--- config.mk ---
export PLATFORM = sky130hd
export DESIGN_NAME = trcd_top
export DESIGN_NICKNAME = d
export VERILOG_FILES = /design/src/design/trcd_pkg.sv /design/src/design/trcd_top.sv
export SDC_FILE = /design/constraint.sdc
export NUM_CORES = 1
export LEC_CHECK = 0
export BUFFER_PORTS_ARGS = -buffer_cell sky130_fd_sc_hd__buf_2
export CAP_MARGIN = 20
export CORE_ASPECT_RATIO = 0.5
export CORE_MARGIN = 8
export CORE_UTILIZATION = 59
export CTS_CLUSTER_SIZE = 25
export DETAILED_ROUTE_END_ITERATION = 16
export PLACE_DENSITY_LB_ADDON = 0.15
export SLEW_MARGIN = 20
export SYNTH_ARGS = -nofsm -noshare
export SYNTH_HDL_FRONTEND = slang
export SYNTH_SLANG_ARGS = --single-unit
--- constraint.sdc ---
create_clock -name ref_clk -period 3.2 [get_ports ref_clk]
set_input_delay 0.32 -clock ref_clk [delete_from_list [all_inputs] [get_ports ref_clk]]
set_output_delay 0.32 -clock ref_clk [all_outputs]
set_load 0.05 [all_outputs]
--- src/design/trcd_pkg.sv ---
// Purpose: constants and types for the terminal run command decoder
// Assumes: 100 MHz ref_clk, APB register access with 32-bit data
// Notes: register offsets are byte addresses of aligned words
package trcd_pkg;
   // register byte offsets
   localparam logic [7:0] OFS_MODE = 8'h00;
   localparam logic [7:0] OFS_FUNC1 = 8'h04;
   localparam logic [7:0] OFS_FUNC2 = 8'h08;
   localparam logic [7:0] OFS_FUNC3 = 8'h0c;
   localparam logic [7:0] OFS_FUNC4 = 8'h10;
   localparam logic [7:0] OFS_FUNC5 = 8'h14;
   localparam logic [7:0] OFS_REVINT = 8'h18;
   localparam logic [7:0] OFS_STATUS = 8'h1c;
   // reset values
   localparam logic [2:0] MODE_RST = 3'h0;
   localparam logic [5:0] FUNC1_RST = 6'h01;
   localparam logic [5:0] FUNC2_RST = 6'h02;
   localparam logic [5:0] FUNC3_RST = 6'h04;
   localparam logic [5:0] FUNC4_RST = 6'h06;
   localparam logic [5:0] FUNC5_RST = 6'h08;
   localparam logic [15:0] REVINT_RST = 16'h000a;
   // function code range limit
   localparam logic [5:0] FUNC_MAX = 6'h35;
   // function codes
   localparam logic [5:0] FN_NONE = 6'h00;
   localparam logic [5:0] FN_FWD = 6'h01;
   localparam logic [5:0] FN_REV = 6'h02;
   localparam logic [5:0] FN_HOLD = 6'h03;
   localparam logic [5:0] FN_JOGF = 6'h04;
   localparam logic [5:0] FN_JOGR = 6'h05;
   localparam logic [5:0] FN_COAST = 6'h06;
   localparam logic [5:0] FN_PAUSE = 6'h07;
   // command mode codes
   localparam logic [2:0] MD_2L1 = 3'h0;
   localparam logic [2:0] MD_2L2 = 3'h1;
   localparam logic [2:0] MD_3L1 = 3'h2;
   localparam logic [2:0] MD_3L2 = 3'h3;
   localparam logic [2:0] MD_ALT = 3'h4;
   localparam logic [2:0] MD_BAF = 3'h5;
   // reversal interval unit: 1 ms in cycles of the 100 MHz clock
   localparam int CLK_MHZ = 100;
   localparam int TICK_US = 1000;
   localparam int TICK_CYC = TICK_US * CLK_MHZ;
   // status field positions
   localparam int ST_RUN = 0;
   localparam int ST_DIR = 1;
   localparam int ST_JOGF = 2;
   localparam int ST_JOGR = 3;
   localparam int ST_COAST = 4;
   localparam int ST_PAUSE = 5;
   localparam int ST_IN = 8;
   // run state machine, one-hot
   typedef enum logic [2:0] {
      RS_IDLE = 3'b001,
      RS_RUN = 3'b010,
      RS_WAIT = 3'b100
   } trcd_run_t;
endpackage

--- src/design/trcd_top.sv ---
// Purpose: decode five terminal inputs into run, direction, jog and stop commands
// Assumes: terminal inputs synchronous-ish, sampled twice; APB slave for settings
// Notes: reversal interval counted in 1 ms ticks; two-line modes leave run off
//
// The address map and the APB slave port were left to the implementer.
`timescale 1ns/100ps
module trcd_top #(
   parameter int TICK_CYCLES = trcd_pkg::TICK_CYC
) (
   // clock and reset
   input wire logic ref_clk,
   input wire logic arst_n,
   input wire logic clk_en,
   // apb slave
   input wire logic psel,
   input wire logic penable,
   input wire logic pwrite,
   input wire logic [7:0] paddr,
   input wire logic [31:0] pwdata,
   output logic [31:0] prdata,
   output logic pready,
   output logic pslverr,
   // terminals
   input wire logic [4:0] term_in,
   // commands to motor control
   output logic run_cmd,
   output logic rotation_direction,
   output logic jog_forward_command,
   output logic jog_reverse_command,
   output logic coast_stop,
   output logic run_pause
);
   // run states shared with the package, declared before the state struct uses them
   typedef trcd_pkg::trcd_run_t trcd_run_t;
   // whole module state
   typedef struct packed {
      logic [2:0] mode;
      logic [4:0][5:0] func;
      logic [15:0] revint;
      logic [4:0] s1;
      logic [4:0] s2;
      logic [4:0] s3;
      trcd_run_t run;
      logic dir;
      logic [31:0] tick;
      logic [15:0] ms;
      logic [31:0] rdata;
      logic rdy;
      logic err;
      logic o_run;
      logic o_dir;
      logic o_jf;
      logic o_jr;
      logic o_co;
      logic o_pa;
   } trcd_st_t;

   // registered state and its next value
   trcd_st_t q;
   trcd_st_t d;

   // per-function combined levels and edges
   logic fwd_lvl, rev_lvl, hold_lvl, jf_lvl, jr_lvl, co_lvl, pa_lvl;
   logic fwd_edge, rev_edge;
   logic [4:0] rise;
   logic apb_acc;
   logic map_hit;
   logic [31:0] rd_val;
   logic tick_hit;

   // next state
   always_comb begin
      d = q;
      // first, second and third stage of the input samplers
      d.s1 = term_in;
      d.s2 = q.s1;
      d.s3 = q.s2;
      rise = q.s2 & ~q.s3;
      // gather functions; code zero or unknown contributes nothing
      fwd_lvl = 1'b0;
      rev_lvl = 1'b0;
      hold_lvl = 1'b0;
      jf_lvl = 1'b0;
      jr_lvl = 1'b0;
      co_lvl = 1'b0;
      pa_lvl = 1'b0;
      fwd_edge = 1'b0;
      rev_edge = 1'b0;
      for (int i = 0; i < 5; i++) begin
         case (q.func[i])
            trcd_pkg::FN_FWD: begin
               fwd_lvl = fwd_lvl | q.s2[i];
               fwd_edge = fwd_edge | rise[i];
            end
            trcd_pkg::FN_REV: begin
               rev_lvl = rev_lvl | q.s2[i];
               rev_edge = rev_edge | rise[i];
            end
            trcd_pkg::FN_HOLD: hold_lvl = hold_lvl | q.s2[i];
            trcd_pkg::FN_JOGF: jf_lvl = jf_lvl | q.s2[i];
            trcd_pkg::FN_JOGR: jr_lvl = jr_lvl | q.s2[i];
            trcd_pkg::FN_COAST: co_lvl = co_lvl | q.s2[i];
            trcd_pkg::FN_PAUSE: pa_lvl = pa_lvl | q.s2[i];
            default: ;
         endcase
      end
      // millisecond tick for the reversal interval
      tick_hit = (q.tick == 32'(TICK_CYCLES - 1));
      d.tick = tick_hit ? 32'h0 : q.tick + 32'h1;
      if (tick_hit && q.ms != 16'hffff) begin
         d.ms = q.ms + 16'h1;
      end
      // run sequencing per mode
      case (q.mode)
         trcd_pkg::MD_3L1: begin
            if (!hold_lvl) begin
               d.run = trcd_pkg::RS_IDLE;
            end else if (fwd_edge) begin
               d.run = trcd_pkg::RS_RUN;
               d.dir = 1'b0;
            end else if (rev_edge) begin
               d.run = trcd_pkg::RS_RUN;
               d.dir = 1'b1;
            end
         end
         trcd_pkg::MD_3L2: begin
            if (!hold_lvl) begin
               d.run = trcd_pkg::RS_IDLE;
            end else begin
               if (fwd_edge) begin
                  d.run = trcd_pkg::RS_RUN;
               end
               d.dir = rev_lvl;
            end
         end
         trcd_pkg::MD_ALT: begin
            if (!hold_lvl) begin
               d.run = trcd_pkg::RS_IDLE;
            end else if (fwd_edge | rev_edge) begin
               if (q.run == trcd_pkg::RS_RUN) begin
                  d.run = trcd_pkg::RS_IDLE;
               end else begin
                  d.run = trcd_pkg::RS_RUN;
                  d.dir = rev_edge & ~fwd_edge;
               end
            end
         end
         trcd_pkg::MD_BAF: begin
            if (!hold_lvl) begin
               d.run = trcd_pkg::RS_IDLE; // direction remembered
            end else if (q.run != trcd_pkg::RS_RUN) begin
               d.run = trcd_pkg::RS_RUN;
               d.ms = 16'h0;
               d.tick = 32'h0;
            end else if ((fwd_edge | rev_edge) && q.ms >= q.revint) begin
               d.dir = ~q.dir;
               d.ms = 16'h0;
               d.tick = 32'h0;
            end
         end
         default: d.run = trcd_pkg::RS_IDLE;
      endcase
      // registered command outputs
      d.o_co = co_lvl;
      d.o_pa = pa_lvl;
      d.o_run = (d.run == trcd_pkg::RS_RUN) & ~co_lvl & ~pa_lvl;
      d.o_dir = d.dir;
      d.o_jf = jf_lvl & ~co_lvl;
      d.o_jr = jr_lvl & ~co_lvl & ~jf_lvl;
      // apb slave, one wait state per access, pready registered
      apb_acc = psel & penable & ~q.rdy;
      map_hit = 1'b1;
      rd_val = 32'h0;
      case (paddr)
         trcd_pkg::OFS_MODE: rd_val = {29'h0, q.mode};
         trcd_pkg::OFS_FUNC1: rd_val = {26'h0, q.func[0]};
         trcd_pkg::OFS_FUNC2: rd_val = {26'h0, q.func[1]};
         trcd_pkg::OFS_FUNC3: rd_val = {26'h0, q.func[2]};
         trcd_pkg::OFS_FUNC4: rd_val = {26'h0, q.func[3]};
         trcd_pkg::OFS_FUNC5: rd_val = {26'h0, q.func[4]};
         trcd_pkg::OFS_REVINT: rd_val = {16'h0, q.revint};
         trcd_pkg::OFS_STATUS: begin
            rd_val[trcd_pkg::ST_RUN] = q.o_run;
            rd_val[trcd_pkg::ST_DIR] = q.o_dir;
            rd_val[trcd_pkg::ST_JOGF] = q.o_jf;
            rd_val[trcd_pkg::ST_JOGR] = q.o_jr;
            rd_val[trcd_pkg::ST_COAST] = q.o_co;
            rd_val[trcd_pkg::ST_PAUSE] = q.o_pa;
            rd_val[trcd_pkg::ST_IN +: 5] = q.s2;
         end
         default: map_hit = 1'b0;
      endcase
      d.rdy = apb_acc;
      d.err = 1'b0;
      d.rdata = 32'h0;
      if (apb_acc) begin
         d.rdata = pwrite ? 32'h0 : rd_val;
         d.err = ~map_hit;
         if (pwrite) begin
            case (paddr)
               trcd_pkg::OFS_MODE: begin
                  if (pwdata[2:0] <= trcd_pkg::MD_BAF) begin
                     d.mode = pwdata[2:0];
                  end else begin
                     d.err = 1'b1;
                  end
               end
               trcd_pkg::OFS_REVINT: d.revint = pwdata[15:0];
               trcd_pkg::OFS_STATUS: d.err = 1'b1;
               default: begin
                  for (int i = 0; i < 5; i++) begin
                     if (paddr == trcd_pkg::OFS_FUNC1 + 8'(4 * i)) begin
                        if (pwdata[5:0] <= trcd_pkg::FUNC_MAX) begin
                           d.func[i] = pwdata[5:0];
                        end else begin
                           d.err = 1'b1;
                        end
                     end
                  end
               end
            endcase
         end
      end
   end

   // state register
   always_ff @(posedge ref_clk or negedge arst_n) begin
      if (!arst_n) begin
         q <= '0;
         q.mode <= trcd_pkg::MODE_RST;
         q.func <= {trcd_pkg::FUNC5_RST, trcd_pkg::FUNC4_RST, trcd_pkg::FUNC3_RST,
                    trcd_pkg::FUNC2_RST, trcd_pkg::FUNC1_RST};
         q.revint <= trcd_pkg::REVINT_RST;
         q.run <= trcd_pkg::RS_IDLE;
      end else if (clk_en) begin
         q <= d;
      end
   end

   // outputs straight from flip-flops
   assign prdata = q.rdata;
   assign pready = q.rdy;
   assign pslverr = q.err;
   assign run_cmd = q.o_run;
   assign rotation_direction = q.o_dir;
   assign jog_forward_command = q.o_jf;
   assign jog_reverse_command = q.o_jr;
   assign coast_stop = q.o_co;
   assign run_pause = q.o_pa;

   // hold open in three-line mode 1 stops the motor at the next edge
   a_hold_stops: assert property (@(posedge ref_clk) disable iff (!arst_n)
      (clk_en && q.mode == trcd_pkg::MD_3L1 && !hold_lvl) |=> !q.o_run)
      else $error("run kept while hold open");
   // coast stop forces run off next cycle
   a_coast_block: assert property (@(posedge ref_clk) disable iff (!arst_n)
      (clk_en && co_lvl) |=> (!q.o_run && !q.o_jf && !q.o_jr))
      else $error("output not blocked by coast stop");
   // edge detect is single cycle
   a_edge_single: assert property (@(posedge ref_clk) disable iff (!arst_n)
      (clk_en && rise[0]) |=> !(clk_en && rise[0]))
      else $error("edge lasted two cycles");
   // three-line 2 direction follows direction input
   a_dir_level: assert property (@(posedge ref_clk) disable iff (!arst_n)
      (clk_en && q.mode == trcd_pkg::MD_3L2 && hold_lvl) |=> q.dir == $past(rev_lvl))
      else $error("direction not from level");
   // alternate stop edge stops the motor
   a_alt_stop: assert property (@(posedge ref_clk) disable iff (!arst_n)
      (clk_en && q.mode == trcd_pkg::MD_ALT && q.run == trcd_pkg::RS_RUN
       && (fwd_edge || rev_edge)) |=> q.run == trcd_pkg::RS_IDLE)
      else $error("alternate edge did not stop");
   // reversal respects minimum interval
   a_rev_interval: assert property (@(posedge ref_clk) disable iff (!arst_n)
      (clk_en && q.mode == trcd_pkg::MD_BAF && q.run == trcd_pkg::RS_RUN
       && q.ms < q.revint) |=> q.dir == $past(q.dir))
      else $error("reversal before interval");
   // first function code above range never stored
   a_func_range: assert property (@(posedge ref_clk) disable iff (!arst_n)
      q.func[0] <= trcd_pkg::FUNC_MAX)
      else $error("function code out of range");
   // pause drops run while kept
   a_pause_hold: assert property (@(posedge ref_clk) disable iff (!arst_n)
      (clk_en && pa_lvl) |=> (!q.o_run && q.run == $past(d.run)))
      else $error("pause did not hold");
   // hold open in three-line mode 2 stops the motor as well
   a_hold_stops_two: assert property (@(posedge ref_clk) disable iff (!arst_n)
      (clk_en && q.mode == trcd_pkg::MD_3L2 && !hold_lvl) |=> !q.o_run)
      else $error("run kept while hold open in mode two");
   // in three-line mode 1 a forward edge with hold closed starts forward rotation
   a_fwd_start: assert property (@(posedge ref_clk) disable iff (!arst_n)
      (clk_en && q.mode == trcd_pkg::MD_3L1 && hold_lvl && fwd_edge)
      |=> (q.run == trcd_pkg::RS_RUN && !q.dir))
      else $error("forward edge did not start forward run");
   // without a run edge three-line 2 never leaves the stopped state
   a_run_edge_only: assert property (@(posedge ref_clk) disable iff (!arst_n)
      (clk_en && q.mode == trcd_pkg::MD_3L2 && q.run != trcd_pkg::RS_RUN && !fwd_edge)
      |=> q.run != trcd_pkg::RS_RUN)
      else $error("run began without a run edge");
   // alternate start edge runs in the direction of its own input
   a_alt_start: assert property (@(posedge ref_clk) disable iff (!arst_n)
      (clk_en && q.mode == trcd_pkg::MD_ALT && hold_lvl && q.run != trcd_pkg::RS_RUN
       && (fwd_edge || rev_edge))
      |=> (q.run == trcd_pkg::RS_RUN && q.dir == $past(!fwd_edge)))
      else $error("alternate start edge gave wrong run or direction");
   // hold open in alternate mode stops wherever the sequence stands
   a_alt_hold_open: assert property (@(posedge ref_clk) disable iff (!arst_n)
      (clk_en && q.mode == trcd_pkg::MD_ALT && !hold_lvl) |=> !q.o_run)
      else $error("alternate run kept while hold open");
   // back-and-forth runs whenever hold is closed
   a_baf_hold_run: assert property (@(posedge ref_clk) disable iff (!arst_n)
      (clk_en && q.mode == trcd_pkg::MD_BAF && hold_lvl) |=> q.run == trcd_pkg::RS_RUN)
      else $error("back-and-forth not running with hold closed");
   // an edge after the minimum interval reverses the direction
   a_rev_flip: assert property (@(posedge ref_clk) disable iff (!arst_n)
      (clk_en && q.mode == trcd_pkg::MD_BAF && q.run == trcd_pkg::RS_RUN && hold_lvl
       && (fwd_edge || rev_edge) && q.ms >= q.revint) |=> q.dir != $past(q.dir))
      else $error("reversal edge ignored after interval");
   // fifth function select never holds a code above range
   a_func5_range: assert property (@(posedge ref_clk) disable iff (!arst_n)
      q.func[4] <= trcd_pkg::FUNC_MAX)
      else $error("fifth function code out of range");
   // the unused two-line codes never run the motor
   a_two_line_off: assert property (@(posedge ref_clk) disable iff (!arst_n)
      (clk_en && q.mode <= trcd_pkg::MD_2L2) |=> !q.o_run)
      else $error("run issued in a two-line mode");
   // mode register never holds an undefined code
   a_mode_range: assert property (@(posedge ref_clk) disable iff (!arst_n)
      q.mode <= trcd_pkg::MD_BAF)
      else $error("mode code out of range");
   // coast stop output follows its input one enabled edge later
   a_coast_follow: assert property (@(posedge ref_clk) disable iff (!arst_n)
      clk_en |=> q.o_co == $past(co_lvl))
      else $error("coast stop output lags its input");
   // forward jog follows its input unless coast stop blocks it
   a_jog_follow: assert property (@(posedge ref_clk) disable iff (!arst_n)
      (clk_en && jf_lvl && !co_lvl) |=> q.o_jf)
      else $error("forward jog not issued");
   // reverse jog follows its input when neither coast nor forward jog is set
   a_jog_rev_follow: assert property (@(posedge ref_clk) disable iff (!arst_n)
      (clk_en && jr_lvl && !jf_lvl && !co_lvl) |=> q.o_jr)
      else $error("reverse jog not issued");
   // pause output follows its input one enabled edge later
   a_pause_follow: assert property (@(posedge ref_clk) disable iff (!arst_n)
      clk_en |=> q.o_pa == $past(pa_lvl))
      else $error("pause output lags its input");
endmodule

==> summary.txt, run 1 <==
Yosys top cell area share: 41.3%
CTS tree: done
Clock transition at path regs: 70 ps
Share of layout cells above drive strength 1: 23.7%
Worst slew margin: 45.6%
Register area share after synthesis: 44.3%
Simple logic cell fraction of the synthesized area: 20.0%
Cell Area, Synth: 7880 um2
Die H: 97.7 um
Main combinational cell family by area after synthesis: simple AND/OR/NAND/NOR gates
Met1 usage: 30.6%
RSZ-0062 raised after global routing: false
Worst Clk Skew: 10.0 ps
Clk sink count: 139
Highest clock rate: 0.333 GHz
EDFF count, synth: 0
Post-Layout Cell Count: 1038
Async S/R FF share, synth: 100%
Max Cap Viol: 0
Wire length per cell: 19.2 um
CP Capture Type: register
Cts bufs inserted: 17
Rows: 29
Post-route ant nets: 0
Largest net degree at the start of global routing: 63
First-pass GRT wire length: 32700 um
Hold Path Class: input pin to register
Endpoints failing hold: 0
Vias: 6345
Final min period: 3010 ps
CTS root buf: clkbuf_16
DP Cell Count: 1004
Largest Register: q
Initial antenna violation count: 0
H-tree levels: 4
Most common cell after layout, fill and taps aside: dfrtp_1
Io pins: 91
Post-synthesis register bit count: 139
Max reg flops: 105
Avg Inst Size Synth: 9.93 um2
Fin Setup TNS: 0 ps
Ranking of synthesized cells by area: dfrtp_1 (41%), mux2_2 (7.6%), buf_4 (3.2%), dfstp_2 (3.0%), nor2_1 (3.0%)
Congestion Overflow GR: 0
Syn Inst Count: 794
Post-synthesis mux area share: 9.92%
Worst Path Required: 3490 ps
Routability cong.: 0.995
Unique cell type count in the Yosys netlist: 74
Total routed wirelength: 19900 um
Most frequent cells in the layout: dfrtp_1 (130), nand2_1 (61), nor2_1 (60)
Nets: 924
Crit path DAT: 3300 ps
Placed inst area: 8300 um2
Main synth FF type: dfrtp_1
PortBufs: 58
Xor/xnor share of the synthesized area: 1.67%
Startpoint Class: register
Leakage power: 4.08 nW
Final Cycle Share: 93.9%
Initial Util: 61.4%
Leading area contributor after synthesis: dfrtp_1
CP Class: register to register
Hpwl dp: 14300 um
Peak supply drop: 0.000291 V
DRT Pass-1 Iters: 5
Met3 GRT Util: 5.14%
Vias in the first global route: 6296
Synth-to-Final Area Change: 13.7%
Final Cell Area: 8970 um2
Fillers: 957
Residual DRC count: 0
Via-to-Cell Ratio: 6.11
Outcome: complete, no violations
Later-pin clock latency in the skew report: 420 ps
Slew @ Worst Pin: 805 ps
Syn. warnings: 0
Die width: 179 um
Area share of fa/ha/maj cells after synthesis: 2.86%
CTS Buffer Depth: 2
All-Layer GR Usage: 22.6%
GRT busiest layer: met2
Final Max Slew Viols: 0
Die area: 17500 um2
Iter 0 DRT Violations: 706
GR Layer Usage met2: 36.2%
CORE AREA: 12800 um2
# setup viols final: 0
ANT cells: 0
Compound-Gate Fraction of Synth Area: 14.5%
Crit path max fanout: 6
Power per cell area: 501 nW/um2
==> report_power, final <==
group          switching [W]  internal [W]  total (W)
combinational       0.000320      0.000190   0.000510
clock               0.000809       0.00122    0.00203
sequential          0.000104       0.00185    0.00196
total                0.00123       0.00326    0.00449
==> critical path: stages, from the launching register on <==
cell,delay [ps]
dfrtp_1,420
or4b_1,580
o32ai_2,350
nor4_4,140
or2_1,280
a211oi_2,300
buf_4,180
or2_1,200
nor2_1,110
a221o_1,320
==> logic make-up (layout without fill, tap and decap cells) <==
kind of cell    Yosys count  count (layout)
buf+inv                 102             161
fa+ha+maj                18              18
other cells               1              16
xor+xnor                 15              15
compound gates          158             158
simple gates            292             292
flops                   139             139
mux                      69              69
==> metrics by stage <==
step | hold WS, ps | worst slack [ps] | util (%) | power, W
2_1_floorplan | 24.4 | 318 | - | 0.00230
3_3_place_gp | 280 | 57.7 | 64.7 | 0.00247
3_5_place_dp | 277 | -182 | 64.7 | 0.00248
4_1_cts | 123 | 5.72 | 69.6 | 0.00449
5_1_grt | 127 | 47.7 | 69.8 | 0.00463
6_report | 127 | 194 | 69.8 | 0.00449
==> cell usage after synthesis (all sizes together) (14+ instances only) <==
| cell | number |
|---|---|
| dfrtp | 130 |
| nor2 | 62 |
| nand2 | 61 |
| mux2 | 53 |
| buf | 44 |
| inv | 40 |
| nand3 | 37 |
| o21ai | 36 |
| a21oi | 27 |
| nor3 | 27 |
| clkbuf | 18 |
| ha | 18 |
| or3 | 15 |
| mux2i | 14 |
==> final timing paths <==
path                                          from               endpoint  slack [ps]  depth (start not counted)
worst max-delay path            q[152]$_DFFE_PN0P_      q[84]$_DFFE_PN0P_         190                          9
worst min-delay path                    term_in[1]      d[98]$_DFFE_PN0P_         130                          2
worst max register to register  q[152]$_DFFE_PN0P_      q[84]$_DFFE_PN0P_         190                          9
worst min register to register   q[89]$_DFFE_PN1P_      q[89]$_DFFE_PN1P_         480                          2
max in group asynchronous                   arst_n     q[137]$_DFFE_PN1P_        1970                          3
min in group asynchronous                   arst_n  prdata[7]$_DFFE_PN0P_         410                          2
==> cell type report <==
class | count | area (um2) | share of cell area (%)
flip-flops and latches | 139 | 3490 | 38.9
multi-input cells | 568 | 3960 | 44.2
repair buffers | 89 | 552 | 6.15
inverters | 40 | 150 | 1.67
well taps | 170 | 213 | 2.37
clock inverters | 12 | 135 | 1.51
clock buffers | 20 | 467 | 5.21
==> repair_timing <==
item                       4_1_cts  5_1_grt
pin swaps                        2        4
gates resized for setup          6        5
setup endpoints to repair       21       20
buffers inserted                 1        0
hold endpoints to repair        41        0
hold buffers                     1        0
==> metal layers <==
| layer | up-vias | part of all wire [%] |
|---|---|---|
| li1 | 2991 | - |
| met1 | 3094 | 46 |
| met2 | 229 | 46 |
| met3 | 31 | 6.6 |
| met4 | 0 | 1.5 |
| met5 | - | 0 |
(Power assumes the default switching activity.)
==> run 2: changes to the inputs <==
--- a/config.mk
+++ b/config.mk
@@ -8,8 +8,9 @@
 export BUFFER_PORTS_ARGS = -buffer_cell sky130_fd_sc_hd__buf_2
 export CAP_MARGIN = 20
 export CORE_ASPECT_RATIO = 0.5
-export CORE_MARGIN = 8
+export CORE_MARGIN = 3
 export CORE_UTILIZATION = 59
+export CTS_BUF_LIST = sky130_fd_sc_hd__clkbuf_16
 export CTS_CLUSTER_SIZE = 25
 export DETAILED_ROUTE_END_ITERATION = 16
 export PLACE_DENSITY_LB_ADDON = 0.15
==> run 2 against run 1 <==
  * Sequential share of layout area increased by 0.087 points
  * Largest power group unchanged
  * Die area down 15%
  * Combinational power shrank 3%
  * Sequential power hardly changed
  * Highest routed layer unchanged
  * Via count grew 0.35%
  * Non-clock buffer count unchanged
  * Flip-flop and latch count did not move
  * Setup slack lost 17 ps
  * Global-route usage is 5.5 points higher
  * Clock power is essentially flat
  * Count of clock-buffer cells in the layout fell by 3
  * Largest cell class unchanged
  * Maximum frequency shrank 0.55%
==> summary.txt, run 2 (synthesis gave the netlist of run 1 again) <==
Outcome: complete, no violations (unchanged)
Highest clock rate: 0.331 GHz (was 0.333 GHz)
Most common cell after layout, fill and taps aside: dfrtp_1 (unchanged)
Endpoints failing hold: 0 (unchanged)
CTS root buf: clkbuf_16 (unchanged)
Die width: 169 um (was 179 um)
PortBufs: 58 (unchanged)
DRT Pass-1 Iters: 4 (was 5)
Worst Path Required: 3530 ps (was 3490 ps)
Final min period: 3020 ps (was 3010 ps)
Area of the multi-input gates: 3950 um2 (was 3960 um2)
Power per cell area: 501 nW/um2 (about the same)
CP Class: register to register (unchanged)
Clock transition at path regs: 60 ps (was 70 ps)
Share of layout cells above drive strength 1: 23.3% (was 23.7%)
Vias in the first global route: 6206 (was 6296)
Critical-path cell list: inv_1, ha_1, a2111oi_2, o21ai_1, a221oi_2, o21a_1, a211oi_2, or3_4, buf_4, or3_1, o21ai_0 (was or4b_1, o32ai_2, nor4_4, or2_1, a211oi_2, buf_4, or2_1, nor2_1, a221o_1)
Later-pin clock latency in the skew report: 420 ps (about the same)
Peak supply drop: 0.000310 V (was 0.000291 V)
Worst slew margin: 37.6% (was 45.6%)
Sequential share of power: 43.8% (was 43.6%)
Most frequent cells in the layout: dfrtp_1 (130), nand2_1 (61), nor2_1 (60) (unchanged)
Startpoint Class: register (unchanged)
Hold_ws: 132 ps (was 127 ps)
Max Cap Viol: 0 (unchanged)
Storage cell area: 3490 um2 (unchanged)
Leakage power: 4.08 nW (about the same)
CP Capture Type: register (unchanged)
Die H: 87.7 um (was 97.7 um)
Net Sw Frac: 27.1% (was 27.4%)
# setup viols final: 0 (unchanged)
Synth-to-Final Area Change: 13.5% (was 13.7%)
Iter 0 DRT Violations: 575 (was 706)
Core Util, Final: 69.6% (was 69.8%)
CORE AREA: 12800 um2 (unchanged)
Slowest cell on crit path: dfstp_2 (was or4b_1)
Crit path max fanout: 14 (was 6)
Slew @ Worst Pin: 924 ps (was 805 ps)
Post-CTS setup buffers: 0 (was 1)
Io pins: 91 (unchanged)
CTS Buffer Depth: 2 (unchanged)
Wire length per cell: 19.1 um (was 19.2 um)
Routability cong.: 0.941 (was 0.995)
Rows: 29 (unchanged)
Comb power frac: 11.0% (was 11.3%)
Int Pwr: 0.00326 W (about the same)
CP Buf/Inv Count: 2 (was 1)
Residual DRC count: 0 (unchanged)
Cts bufs inserted: 17 (unchanged)
Via-to-Cell Ratio: 6.13 (was 6.11)
Hold Path Class: input pin to register (unchanged)
Post-route ant nets: 0 (unchanged)
Net Sw Power: 0.00121 W (was 0.00123 W)
Nets: 924 (unchanged)
Hpwl dp: 14300 um (about the same)
Worst Clk Skew: 9.45 ps (was 10.0 ps)
Clk sink count: 139 (unchanged)
Largest stage delay on the critical path: 530 ps (was 580 ps)
Congestion Overflow GR: 0 (unchanged)
Max reg flops: 105 (unchanged)
Largest Register: q (unchanged)
Fillers: 998 (was 957)
Vias: 6367 (was 6345)
Initial Util: 61.4% (unchanged)
All-Layer GR Usage: 28.1% (was 22.6%)
First-pass GRT wire length: 32600 um (was 32700 um)
Final Max Slew Viols: 0 (unchanged)
Clock share of power: 45.2% (was 45.1%)
Largest net degree at the start of global routing: 67 (was 63)
Total routed wirelength: 19900 um (about the same)
H-tree levels: 4 (unchanged)
CTS tree: done (unchanged)
Crit path DAT: 3350 ps (was 3300 ps)
RSZ-0062 raised after global routing: false (unchanged)
Final Cycle Share: 94.4% (was 93.9%)
Die area: 14900 um2 (was 17500 um2)
CP top delay family: compound AO/OA/AOI/OAI gates (was simple AND/OR/NAND/NOR gates)
Initial antenna violation count: 0 (unchanged)
ANT cells: 0 (unchanged)
## run 2: cell type report
class                   instances  area share (%)
multi-input cells             568            44.2
inverters                      40            1.68
clock buffers                  17            4.76
well taps                     170            2.38
clock inverters                15            1.92
repair buffers                 89            6.08
flip-flops and latches        139            39.0
## run 2: per-stage QoR
stage	power [W]	setup WS, ps	area [um2]	instances	setup TNS, ps
global placement	0.00246	-0.540	8310	1005	-0.540
floorplan	0.00230	318	7940	809	0
finish	0.00448	178	8950	1038	0
detailed placement	0.00248	-193	8310	1005	-1540
CTS	0.00451	68.9	8920	1038	0
global route	0.00467	22.6	8950	1038	0
## run 2: power groups by stage
stage,clock network (W),logic (W),registers (W)
6_report,0.00202,0.000494,0.00196
5_1_grt,0.00215,0.000544,0.00197
2_1_floorplan,0,0.000327,0.00197
3_3_place_gp,0,0.000477,0.00199
3_5_place_dp,0,0.000488,0.00199
4_1_cts,0.00206,0.000493,0.00196
## run 2: final timing paths
check                           slack (ps)               endpoint  depth (start not counted)             startpoint
max in group asynchronous             1890     q[108]$_DFFE_PN1P_                          3                 arst_n
worst max-delay path                   180      q[71]$_DFFE_PN0P_                         11     q[110]$_DFFE_PN1P_
worst min register to register         480  prdata[2]$_DFFE_PN0P_                          1  prdata[2]$_DFFE_PN0P_
worst max register to register         180      q[71]$_DFFE_PN0P_                         11     q[110]$_DFFE_PN1P_
min in group asynchronous              470  prdata[7]$_DFFE_PN0P_                          2                 arst_n
worst min-delay path                   130      d[97]$_DFFE_PN0P_                          2             term_in[0]
## run 2: what timing repair did
action | CTS | global route
pin swaps | 0 | 1
gates resized for setup | 2 | 6
hold buffers | 1 | 0
endpoints found under the hold margin | 62 | 0
setup endpoints to repair | 13 | 24
## run 2: routing by layer
layer / part of all wire [%] / GRT usage [%] / up-vias
met2: 47 / 45.4 / 205
met5: 0 / 0 / -
li1: - / - / 2995
met1: 46 / 39.1 / 3134
met3: 5.1 / 5.68 / 33
met4: 1.6 / 8.01 / 0
## run 2: worst reg2reg max path, stage by stage, from the launching register on
cell and delay, ps:
dfstp_2 530, inv_1 40, ha_1 310, a2111oi_2 290, o21ai_1 130, a221oi_2 250
o21a_1 230, a211oi_2 90, or3_4 440, buf_4 210, or3_1 340, o21ai_0 80
